**config.mk**
```make
export PLATFORM = sky130hd
export DESIGN_NAME = updown_counter_3bit
export DESIGN_NICKNAME = d
export VERILOG_FILES = /design/src/logic/updown_pkg.sv /design/src/logic/reg_access_if.sv /design/src/logic/axil_slave.sv /design/src/logic/updown_counter_3bit.sv
export SDC_FILE = /design/constraint.sdc
export NUM_CORES = 1
export LEC_CHECK = 0
export BUFFER_PORTS_ARGS = -buffer_cell sky130_fd_sc_hd__buf_2
export CORE_MARGIN = 1
export CORE_UTILIZATION = 35
export DETAILED_ROUTE_END_ITERATION = 12
export HOLD_SLACK_MARGIN = 0.06
export PLACE_DENSITY = 0.73
export SLEW_MARGIN = 0
export SYNTH_ARGS = -nofsm -noshare
export SYNTH_HDL_FRONTEND = slang
export SYNTH_SLANG_ARGS = --single-unit
```
**constraint.sdc**
```tcl
create_clock -name aclk -period 7.73 [get_ports aclk]
set_clock_uncertainty 0.05 [all_clocks]
set_input_delay 1.9325 -clock aclk [delete_from_list [all_inputs] [get_ports aclk]]
set_output_delay 1.9325 -clock aclk [all_outputs]
set_load 0.01 [all_outputs]
```
**src/logic/updown_pkg.sv**
```systemverilog
// Constants and types shared by the up/down counter and its register slave
package updown_pkg;

   // Counter geometry
   localparam int COUNT_W = 3;
   localparam logic [2:0] COUNT_ZERO = 3'h0;
   localparam logic [2:0] COUNT_MAX = 3'h7;
   localparam logic [2:0] COUNT_ONE = 3'h1;
   localparam logic [2:0] MARK_FROM = 3'h5;
   localparam logic [2:0] MARK_TO = 3'h6;

   // Direction codes, pattern {count_up, count_down}
   typedef enum logic [1:0] {
      dir_reset_code = 2'b00,
      dir_decrement_code = 2'b01,
      dir_increment_code = 2'b10,
      dir_hold_code = 2'b11
   } dir_mode_t;

   // Bus geometry
   localparam int ADDR_W = 32;
   localparam int DATA_W = 32;
   localparam int STRB_W = 4;

   // Register byte addresses
   localparam logic [31:0] CTRL_OFFSET = 32'h0000_0000;
   localparam logic [31:0] STATUS_OFFSET = 32'h0000_0004;
   localparam logic [31:0] WORD_MASK = 32'hffff_fffc;

   // Control register fields
   localparam int CTRL_OVR_BIT = 0;
   localparam int CTRL_DIR_LSB = 1;
   localparam int CTRL_DIR_MSB = 2;
   localparam logic [2:0] CTRL_RESET = 3'h0;
   localparam logic [31:0] CTRL_RD_MASK = 32'h0000_0007;

   // Status register fields
   localparam int STAT_CNT_LSB = 0;
   localparam int STAT_CNT_MSB = 2;
   localparam int STAT_TC_BIT = 3;
   localparam int STAT_MARK_BIT = 4;
   localparam int STAT_DIR_LSB = 5;
   localparam int STAT_DIR_MSB = 6;

   // Response codes
   localparam logic [1:0] RESP_OKAY = 2'b00;
   localparam logic [1:0] RESP_SLVERR = 2'b10;

endpackage

```
**src/logic/reg_access_if.sv**
```systemverilog
// Register access strobes between the bus slave and the counter core
`timescale 1ns/100ps
interface reg_access_if;
   import updown_pkg::*;

   logic wr_en;
   logic [ADDR_W-1:0] wr_addr;
   logic [DATA_W-1:0] wr_data;
   logic [STRB_W-1:0] wr_strb;
   logic wr_ok;
   logic rd_en;
   logic [ADDR_W-1:0] rd_addr;
   logic [DATA_W-1:0] rd_data;
   logic rd_ok;

   modport bus
   (
      output wr_en,
      output wr_addr,
      output wr_data,
      output wr_strb,
      input wr_ok,
      output rd_en,
      output rd_addr,
      input rd_data,
      input rd_ok
   );

   modport regs
   (
      input wr_en,
      input wr_addr,
      input wr_data,
      input wr_strb,
      output wr_ok,
      input rd_en,
      input rd_addr,
      output rd_data,
      output rd_ok
   );

endinterface

```
**src/logic/axil_slave.sv**
```systemverilog
// AXI4-Lite slave front end issuing single-cycle register strobes
`timescale 1ns/100ps
module axil_slave
(
   // Clock and reset
   input wire logic aclk,
   input wire logic aresetn,
   // Write address
   input wire logic [updown_pkg::ADDR_W-1:0] awaddr,
   input wire logic awvalid,
   output logic awready,
   // Write data
   input wire logic [updown_pkg::DATA_W-1:0] wdata,
   input wire logic [updown_pkg::STRB_W-1:0] wstrb,
   input wire logic wvalid,
   output logic wready,
   // Write response
   output logic [1:0] bresp,
   output logic bvalid,
   input wire logic bready,
   // Read address
   input wire logic [updown_pkg::ADDR_W-1:0] araddr,
   input wire logic arvalid,
   output logic arready,
   // Read data
   output logic [updown_pkg::DATA_W-1:0] rdata,
   output logic [1:0] rresp,
   output logic rvalid,
   input wire logic rready,
   // Register side
   reg_access_if.bus ra
);
   import updown_pkg::*;

   logic aw_held_reg;
   logic w_held_reg;
   logic ar_held_reg;
   logic [ADDR_W-1:0] awaddr_reg;
   logic [DATA_W-1:0] wdata_reg;
   logic [STRB_W-1:0] wstrb_reg;
   logic [ADDR_W-1:0] araddr_reg;

   ////////////////////////////////////////////////////////////////////////////
   // Handshake decode
   wire aw_take = awvalid && awready;
   wire w_take = wvalid && wready;
   wire ar_take = arvalid && arready;
   wire b_done = bvalid && bready;
   wire r_done = rvalid && rready;
   wire wr_fire = aw_held_reg && w_held_reg && !bvalid;
   wire rd_fire = ar_held_reg && !rvalid;
   wire aw_held_next = (aw_held_reg || aw_take) && !wr_fire;
   wire w_held_next = (w_held_reg || w_take) && !wr_fire;
   wire ar_held_next = (ar_held_reg || ar_take) && !rd_fire;
   wire bvalid_next = wr_fire || (bvalid && !bready);
   wire rvalid_next = rd_fire || (rvalid && !rready);

   assign ra.wr_en = wr_fire;
   assign ra.wr_addr = awaddr_reg;
   assign ra.wr_data = wdata_reg;
   assign ra.wr_strb = wstrb_reg;
   assign ra.rd_en = rd_fire;
   assign ra.rd_addr = araddr_reg;

   ////////////////////////////////////////////////////////////////////////////
   // Channel state
   always_ff @(posedge aclk)
   begin
      if (!aresetn)
      begin
         aw_held_reg <= 1'b0;
         w_held_reg <= 1'b0;
         ar_held_reg <= 1'b0;
         awready <= 1'b0;
         wready <= 1'b0;
         arready <= 1'b0;
         bvalid <= 1'b0;
         rvalid <= 1'b0;
      end
      else
      begin
         aw_held_reg <= aw_held_next;
         w_held_reg <= w_held_next;
         ar_held_reg <= ar_held_next;
         awready <= !aw_held_next && !bvalid_next;
         wready <= !w_held_next && !bvalid_next;
         arready <= !ar_held_next && !rvalid_next;
         bvalid <= bvalid_next;
         rvalid <= rvalid_next;
      end
   end

   ////////////////////////////////////////////////////////////////////////////
   // Payload capture
   always_ff @(posedge aclk)
   begin
      if (!aresetn)
      begin
         awaddr_reg <= '0;
         wdata_reg <= '0;
         wstrb_reg <= '0;
         araddr_reg <= '0;
         bresp <= RESP_OKAY;
         rresp <= RESP_OKAY;
         rdata <= '0;
      end
      else
      begin
         if (aw_take)
            awaddr_reg <= awaddr;
         if (w_take)
         begin
            wdata_reg <= wdata;
            wstrb_reg <= wstrb;
         end
         if (ar_take)
            araddr_reg <= araddr;
         if (wr_fire)
            bresp <= ra.wr_ok ? RESP_OKAY : RESP_SLVERR;
         if (rd_fire)
         begin
            rdata <= ra.rd_data;
            rresp <= ra.rd_ok ? RESP_OKAY : RESP_SLVERR;
         end
         else if (r_done)
            rdata <= '0;
         if (b_done && !wr_fire)
            bresp <= RESP_OKAY;
      end
   end

endmodule

```
**src/logic/updown_counter_3bit.sv**
```systemverilog
// Three-bit up/down counter with terminal count, marker and register slave
//
// Register access over AXI4-Lite and the register addresses were chosen for this implementation.
`timescale 1ns/100ps

module updown_counter_3bit
(
   // Clock and reset
   input wire logic aclk,
   input wire logic aresetn,
   // Direction inputs from surrounding logic
   input wire logic count_up,
   input wire logic count_down,
   // Counter outputs
   output logic [updown_pkg::COUNT_W-1:0] count_value,
   output logic count_bit_msb,
   output logic count_bit_lsb,
   output logic terminal_count,
   output logic step_marker,
   // AXI4-Lite write address
   input wire logic [updown_pkg::ADDR_W-1:0] s_axi_awaddr,
   input wire logic [2:0] s_axi_awprot,
   input wire logic s_axi_awvalid,
   output logic s_axi_awready,
   // AXI4-Lite write data
   input wire logic [updown_pkg::DATA_W-1:0] s_axi_wdata,
   input wire logic [updown_pkg::STRB_W-1:0] s_axi_wstrb,
   input wire logic s_axi_wvalid,
   output logic s_axi_wready,
   // AXI4-Lite write response
   output logic [1:0] s_axi_bresp,
   output logic s_axi_bvalid,
   input wire logic s_axi_bready,
   // AXI4-Lite read address
   input wire logic [updown_pkg::ADDR_W-1:0] s_axi_araddr,
   input wire logic [2:0] s_axi_arprot,
   input wire logic s_axi_arvalid,
   output logic s_axi_arready,
   // AXI4-Lite read data
   output logic [updown_pkg::DATA_W-1:0] s_axi_rdata,
   output logic [1:0] s_axi_rresp,
   output logic s_axi_rvalid,
   input wire logic s_axi_rready
);
   import updown_pkg::*;

   ////////////////////////////////////////////////////////////////////////////
   // Declarations
   reg_access_if ra ();

   logic [COUNT_W-1:0] count_reg;
   logic [COUNT_W-1:0] count_next;
   logic tc_reg;
   logic tc_next;
   logic mark_reg;
   logic mark_next;
   dir_mode_t dir_reg;
   logic ovr_reg;
   logic ovr_next;
   dir_mode_t ovr_dir_reg;
   dir_mode_t ovr_dir_next;
   dir_mode_t pin_dir;
   dir_mode_t eff_dir;

   ////////////////////////////////////////////////////////////////////////////
   // Bus front end
   axil_slave u_slave
   (
      .aclk(aclk),
      .aresetn(aresetn),
      .awaddr(s_axi_awaddr),
      .awvalid(s_axi_awvalid),
      .awready(s_axi_awready),
      .wdata(s_axi_wdata),
      .wstrb(s_axi_wstrb),
      .wvalid(s_axi_wvalid),
      .wready(s_axi_wready),
      .bresp(s_axi_bresp),
      .bvalid(s_axi_bvalid),
      .bready(s_axi_bready),
      .araddr(s_axi_araddr),
      .arvalid(s_axi_arvalid),
      .arready(s_axi_arready),
      .rdata(s_axi_rdata),
      .rresp(s_axi_rresp),
      .rvalid(s_axi_rvalid),
      .rready(s_axi_rready),
      .ra(ra)
   );

   ////////////////////////////////////////////////////////////////////////////
   // Direction selection
   assign pin_dir = dir_mode_t'({count_up, count_down});
   assign eff_dir = ovr_reg ? ovr_dir_reg : pin_dir;

   ////////////////////////////////////////////////////////////////////////////
   // Next count
   function automatic logic [COUNT_W-1:0] step_count(input dir_mode_t mode, input logic [COUNT_W-1:0] cur);
      logic [COUNT_W-1:0] res;
      res = cur;
      unique case (mode)
         dir_increment_code:
         begin
            res = cur + COUNT_ONE;
         end
         dir_decrement_code:
         begin
            res = cur - COUNT_ONE;
         end
         dir_hold_code:
         begin
            res = cur;
         end
         dir_reset_code:
         begin
            res = COUNT_ZERO;
         end
      endcase
      return res;
   endfunction

   assign count_next = step_count(eff_dir, count_reg);

   ////////////////////////////////////////////////////////////////////////////
   // Terminal count for the state entered at this edge
   wire tc_up = (eff_dir == dir_increment_code) && (count_next == COUNT_MAX);
   wire tc_down = (eff_dir == dir_decrement_code) && (count_next == COUNT_ZERO);
   assign tc_next = tc_up || tc_down;

   ////////////////////////////////////////////////////////////////////////////
   // Marker on the five-to-six step
   wire mark_step = (eff_dir == dir_increment_code) && (count_reg == MARK_FROM) && (count_next == MARK_TO);
   assign mark_next = mark_reg || mark_step;

   ////////////////////////////////////////////////////////////////////////////
   // Counter state
   always_ff @(posedge aclk)
   begin
      if (!aresetn)
      begin
         count_reg <= COUNT_ZERO;
         tc_reg <= 1'b0;
         mark_reg <= 1'b0;
         dir_reg <= dir_reset_code;
      end
      else
      begin
         count_reg <= count_next;
         tc_reg <= tc_next;
         mark_reg <= mark_next;
         dir_reg <= eff_dir;
      end
   end

   ////////////////////////////////////////////////////////////////////////////
   // Register decode
   wire [ADDR_W-1:0] wr_word = ra.wr_addr & WORD_MASK;
   wire [ADDR_W-1:0] rd_word = ra.rd_addr & WORD_MASK;
   wire wr_ctrl = (wr_word == CTRL_OFFSET);
   wire wr_status = (wr_word == STATUS_OFFSET);
   wire rd_ctrl = (rd_word == CTRL_OFFSET);
   wire rd_status = (rd_word == STATUS_OFFSET);
   wire ctrl_load = ra.wr_en && wr_ctrl && ra.wr_strb[0];

   assign ra.wr_ok = wr_ctrl || wr_status;
   assign ra.rd_ok = rd_ctrl || rd_status;

   assign ovr_next = ctrl_load ? ra.wr_data[CTRL_OVR_BIT] : ovr_reg;
   assign ovr_dir_next = ctrl_load ? dir_mode_t'(ra.wr_data[CTRL_DIR_MSB:CTRL_DIR_LSB]) : ovr_dir_reg;

   ////////////////////////////////////////////////////////////////////////////
   // Read data
   wire [DATA_W-1:0] ctrl_word = {29'h0, ovr_dir_reg, ovr_reg} & CTRL_RD_MASK;
   wire [DATA_W-1:0] status_word = {25'h0, dir_reg, mark_reg, tc_reg, count_reg};

   assign ra.rd_data = rd_ctrl ? ctrl_word : (rd_status ? status_word : '0);

   ////////////////////////////////////////////////////////////////////////////
   // Control register
   always_ff @(posedge aclk)
   begin
      if (!aresetn)
      begin
         ovr_reg <= CTRL_RESET[CTRL_OVR_BIT];
         ovr_dir_reg <= dir_mode_t'(CTRL_RESET[CTRL_DIR_MSB:CTRL_DIR_LSB]);
      end
      else
      begin
         ovr_reg <= ovr_next;
         ovr_dir_reg <= ovr_dir_next;
      end
   end

   ////////////////////////////////////////////////////////////////////////////
   // Outputs
   assign count_value = count_reg;
   assign count_bit_msb = count_reg[STAT_CNT_MSB];
   assign count_bit_lsb = count_reg[STAT_CNT_LSB];
   assign terminal_count = tc_reg;
   assign step_marker = mark_reg;

endmodule

```
# Yosys cells after proc, flatten, opt, wreduce, memory -nomap -nowiden
# Cells that the tools add are included.
[classes] n_mux=8 n_addsub=2 bitwise_logic=1 n_eq_ne=8 reduce_logical=49
[ops] operator="$logic_not 32->1" n=2
[ops] operator="$mux 32" n=2
[ops] operator="$eq 30x1->1 const B" n=2
[ops] operator="$logic_and 1x1->1" n=23
[ops] operator="$mux 7" n=2
[ops] operator="$pmux 3 s4" n=1
[ops] operator="$logic_not 1->1" n=11
[ops] operator="$eq 3x3->1 const B" n=3
[ops] operator="$logic_or 1x1->1" n=9
[ops] operator="$mux 2" n=3
[ops] operator="$eq 2x2->1 const B" n=2
[ops] operator="$add 3x1->3 const B" n=1
[ops] operator="$logic_not 3->1" n=1
[ops] operator="$sub 3x1->3 const B" n=1
[ops] operator="$eq 2x1->1 const B" n=1
[ops] operator="$logic_not 2->1" n=1
[ops] operator="$reduce_bool 2->1" n=1
[ops] operator="$reduce_or 2->1" n=1
[ops] operator="$not 1->1" n=1
[word_totals] register_bits=122 out_inout_bits=48 input_bits=115 elab_cells=89

# Depth between registers and ports, before layout
[logic_depth] word_depth=6 depth_mapped=9 mapped_depth_nobuf=9

# Cells and area by module
# From an unflattened synthesis, not the netlist that was laid out.
[hier_totals] cells_unflattened=656 area_unflattened_um2=6412.4
[by_module_without_submodules] mod="axil_slave" area_each_um2=5700.5 cells_per_inst=568 n_inst=1 seq_area_each_um2=2842.7
[by_module_without_submodules] mod="updown_counter_3bit" area_each_um2=711.9 cells_per_inst=88 n_inst=1 seq_area_each_um2=200.2

# Worst setup path after synthesis
# OpenSTA, ideal clock, no wires.
[synth_timing] path_kind="input to register" startpoint="input count_down" endpoint="register tc_reg, in the netlist terminal_count" setup_ps=58 setup_slack_ps=3916 required_ps=7622 cell_stages=9 t_arrival_ps=3706 path_buffers=0 path_cell_list="mux2i_1 > inv_1 > ha_1 > fa_1 > xnor2_1 > or3_1 > o21ai_0 > and4b_1 > o21a_1"
[synth_between] elab_chain_len=6 elab_cells_between_ends=11 cone_classes="eq/ne: 4; mux: 2; reduce/logical: 5"
[synth_rtl] item="from (decl)" line="updown_counter_3bit.sv:13" source="input wire logic count_down,"
[synth_rtl] item="$mux 2 *" line="updown_counter_3bit.sv:94" source="assign eff_dir = ovr_reg ? ovr_dir_reg : pin_dir;"
[synth_rtl] item="via eff_dir[0]" line="updown_counter_3bit.sv:63" source="dir_mode_t eff_dir;"
[synth_rtl] item="$eq 2x2->1 (tied with other cells)" line="updown_counter_3bit.sv:101" source="unique case (mode)"
[synth_rtl] item="$pmux 3 s4" line="updown_counter_3bit.sv:101"
[synth_rtl] item="$eq 3x3->1 or $logic_not 3->1 (tied branches)" line="updown_counter_3bit.sv:126, updown_counter_3bit.sv:127"
[synth_rtl] item="$logic_and 1x1->1, on equally long branches" line="updown_counter_3bit.sv:126, updown_counter_3bit.sv:127"
[synth_rtl] item="$logic_or 1x1->1 *" line="updown_counter_3bit.sv:128" source="assign tc_next = tc_up || tc_down;"
[synth_rtl] item="to (signal assigned)" line="updown_counter_3bit.sv:149" source="tc_reg <= tc_next;"
[synth_rtl] item="to (decl)" line="updown_counter_3bit.sv:53" source="logic tc_reg;"
# Mark *: on every way through the listed nets, which the timed path passes. The rest lies on a longest branch.
# A chain may end at the register's enable or synchronous reset.

# Final worst setup path
# Ends and elaborated chain as after synthesis.

==> flow_metrics.tcl <==
set metrics [dict create \
    final-max-slew-violation-count 0 \
    crit_type "in -> reg" \
    tritoncts "done" \
    slew_headroom_pct 31.9 \
    dpl_cell_area_mm2 0.00433 \
    yosysTopAreaCell "dfxtp_1" \
    hold_depth 2 \
    routedWlPerCell_um 11.8 \
    syn_area_mm2 0.00389 \
    cts_buffers 9 \
    fp-row-count 38 \
    hold_violations 0 \
    postCtsHoldBufs 0 \
    synth_common_cells "141 x nand2_1, 91 x dfxtp_1, 65 x a21boi_0, 29 x buf_4, 25 x clkbuf_1" \
    clock_latency_ps 350 \
    die_x_um 107 \
    synth_edf_count 0 \
    nets 644 \
    antenna_left 0 \
    crit_arrival_ps 4010 \
    routed_wl_mm 7.87 \
    post-dp-hpwl_mm 5.71 \
    avgSynthCellArea_um2 8.69 \
    grt_pass1_wl_mm 13.2 \
    r2r_setup_slack_ps 5140 \
    setup_viol 0 \
    p_total_uw 982 \
    static-leakage-power_nw 1.88 \
    die_y_um 107 \
    fin_crit_sh_pct 48.7 \
    dr.pass1.iters 4 \
    synth_most_common_cell "nand2_1" \
    dieArea_mm2 0.0115 \
    num_vias 3132 \
    synth_seq_area_share_pct 46.8 \
    cts_post_setup_buffers_inserted 0 \
    drv_cap 0 \
    grt_max_degree 94 \
    place_inst 654 \
    grt_pass1_vias 2895 \
    finish.instance_area_mm2 0.00456 \
    ir_drop_v 0.0000887 \
    n_antenna_cell 0 \
    setup_ws_ps 3970 \
    ys.flop_type "dfxtp_1" \
    gp_congestion 0.818 \
    setup_tns_ps 0 \
    synth-seq-cells 91 \
    cts.repair.resized 0 \
    yosysWarnings 0 \
    status "completed" \
    synth-async-reset-ratio_pct 0 \
    post-route-util_pct 42.1 \
    place_ws_ps 3630 \
    fin_cells 670 \
    fmax_ghz 0.266 \
    initial_core_util_pct 35.9 \
    cts.sinks 91 \
    finalCriticalPeriod_ps 3760 \
    synth.distinct_cells 37 \
    drc 0 \
    antenna_found_initial 0 \
    grt_use_total_pct 14.4 \
    root_buffer "clkbuf_8" \
    worst_ep_required_time_ps 7970 \
    area_growth_pct 17.2 \
    clk_pin_slew_ps 90 \
    syn-instance-count 448 \
    path_max_fanout 4 \
    start_kind "input port" \
    fill_cells 1095 \
    worstMarginPinSlew_ps 1020 \
    drive_gt1_share_pct 22.8 \
    io_buffer_count 93 \
    powerDensity_mw_per_mm2 215 \
    min_path_type "reg -> reg" \
    grt_overflow 0 \
    r2r_cells 9 \
    core_region_area_mm2 0.0108 \
    htreeDepth 3 \
    rsz0062_at_grt "no" \
    cts_max_path_buffers 2 \
    io_pins 163 \
    netlist.area_leader.share_pct 46.8 \
    cp-end-kind "flip-flop" \
    drtIter0Drc 92 \
    holdWs_ps 418 \
    ys_top_cells_by_area "dfxtp_1 47%, nand2_1 14%, a21boi_0 13%, buf_4 5.6%, clkbuf_1 2.4%" \
    via_per_inst 4.67 \
]
## logic make-up (layout without fill, tap and decap cells)
logic type      count (synthesis)  in the layout  synth area share [%]
flops                          91             91                  46.8
buf+inv                        57            113                  8.30
compound gates                 84             84                  15.9
fa+ha+maj                       4              4                  1.48
mux                             9              9                  2.41
simple gates                  201            201                  24.7
other cells                     1             27                0.0964
xor+xnor                        1              1                 0.225
## routing by layer
metal  up-vias  GRT usage, %  wire (um)
met2        73          23.7       3650
li1       1589             -          -
met3        11          3.93        405
met1      1459          17.9       3720
met4         0          5.58         99
met5         -             0          0
## final timing paths
path | start | end
setup / recovery | count_down | terminal_count
hold / removal | u_slave.ra.rd_addr[11] | u_slave.ra.rd_addr[11]
setup reg to reg | ovr_reg | terminal_count
hold reg to reg | u_slave.ra.rd_addr[11] | u_slave.ra.rd_addr[11]
## final cells by class
cell class	instances	area (um2)	area share (%)
multi-input combinational	326	1840	40.4
clock buffer	11	151	3.32
sequential	91	1820	39.9
inverter	3	11.3	0.247
timing repair buffer	94	473	10.4
clock inverter	5	85.1	1.87
tap	140	175	3.84
## power breakdown
group | switching, mW | internal, mW | total, mW | leakage [nW]
clock network | 0.167 | 0.201 | 0.368 | 0.116
logic | 0.0620 | 0.0460 | 0.108 | 1.02
registers | 0.0160 | 0.490 | 0.506 | 0.742
## cells in the final DEF, fill, tap and decap left out, types with 4 or more instances in the layout
cell type  instances
a21boi_0          65
a32oi_1            4
and2_1             5
buf_2             93
clkbuf_8          11
conb_1            27
dfxtp_1           91
mux2i_1            6
nand2_1          141
nand3_1            7
nor2_1             5
nor2b_1           14
nor4_1            11
o21ai_0            5
## critical path, cell delays in order
cell,delay (ps)
buf_2,110
mux2i_1,230
inv_1,110
ha_1,270
fa_1,390
xnor2_1,140
or3_1,300
o21ai_0,160
and4b_1,240
o21a_1,120
(Power assumes the default switching activity.)
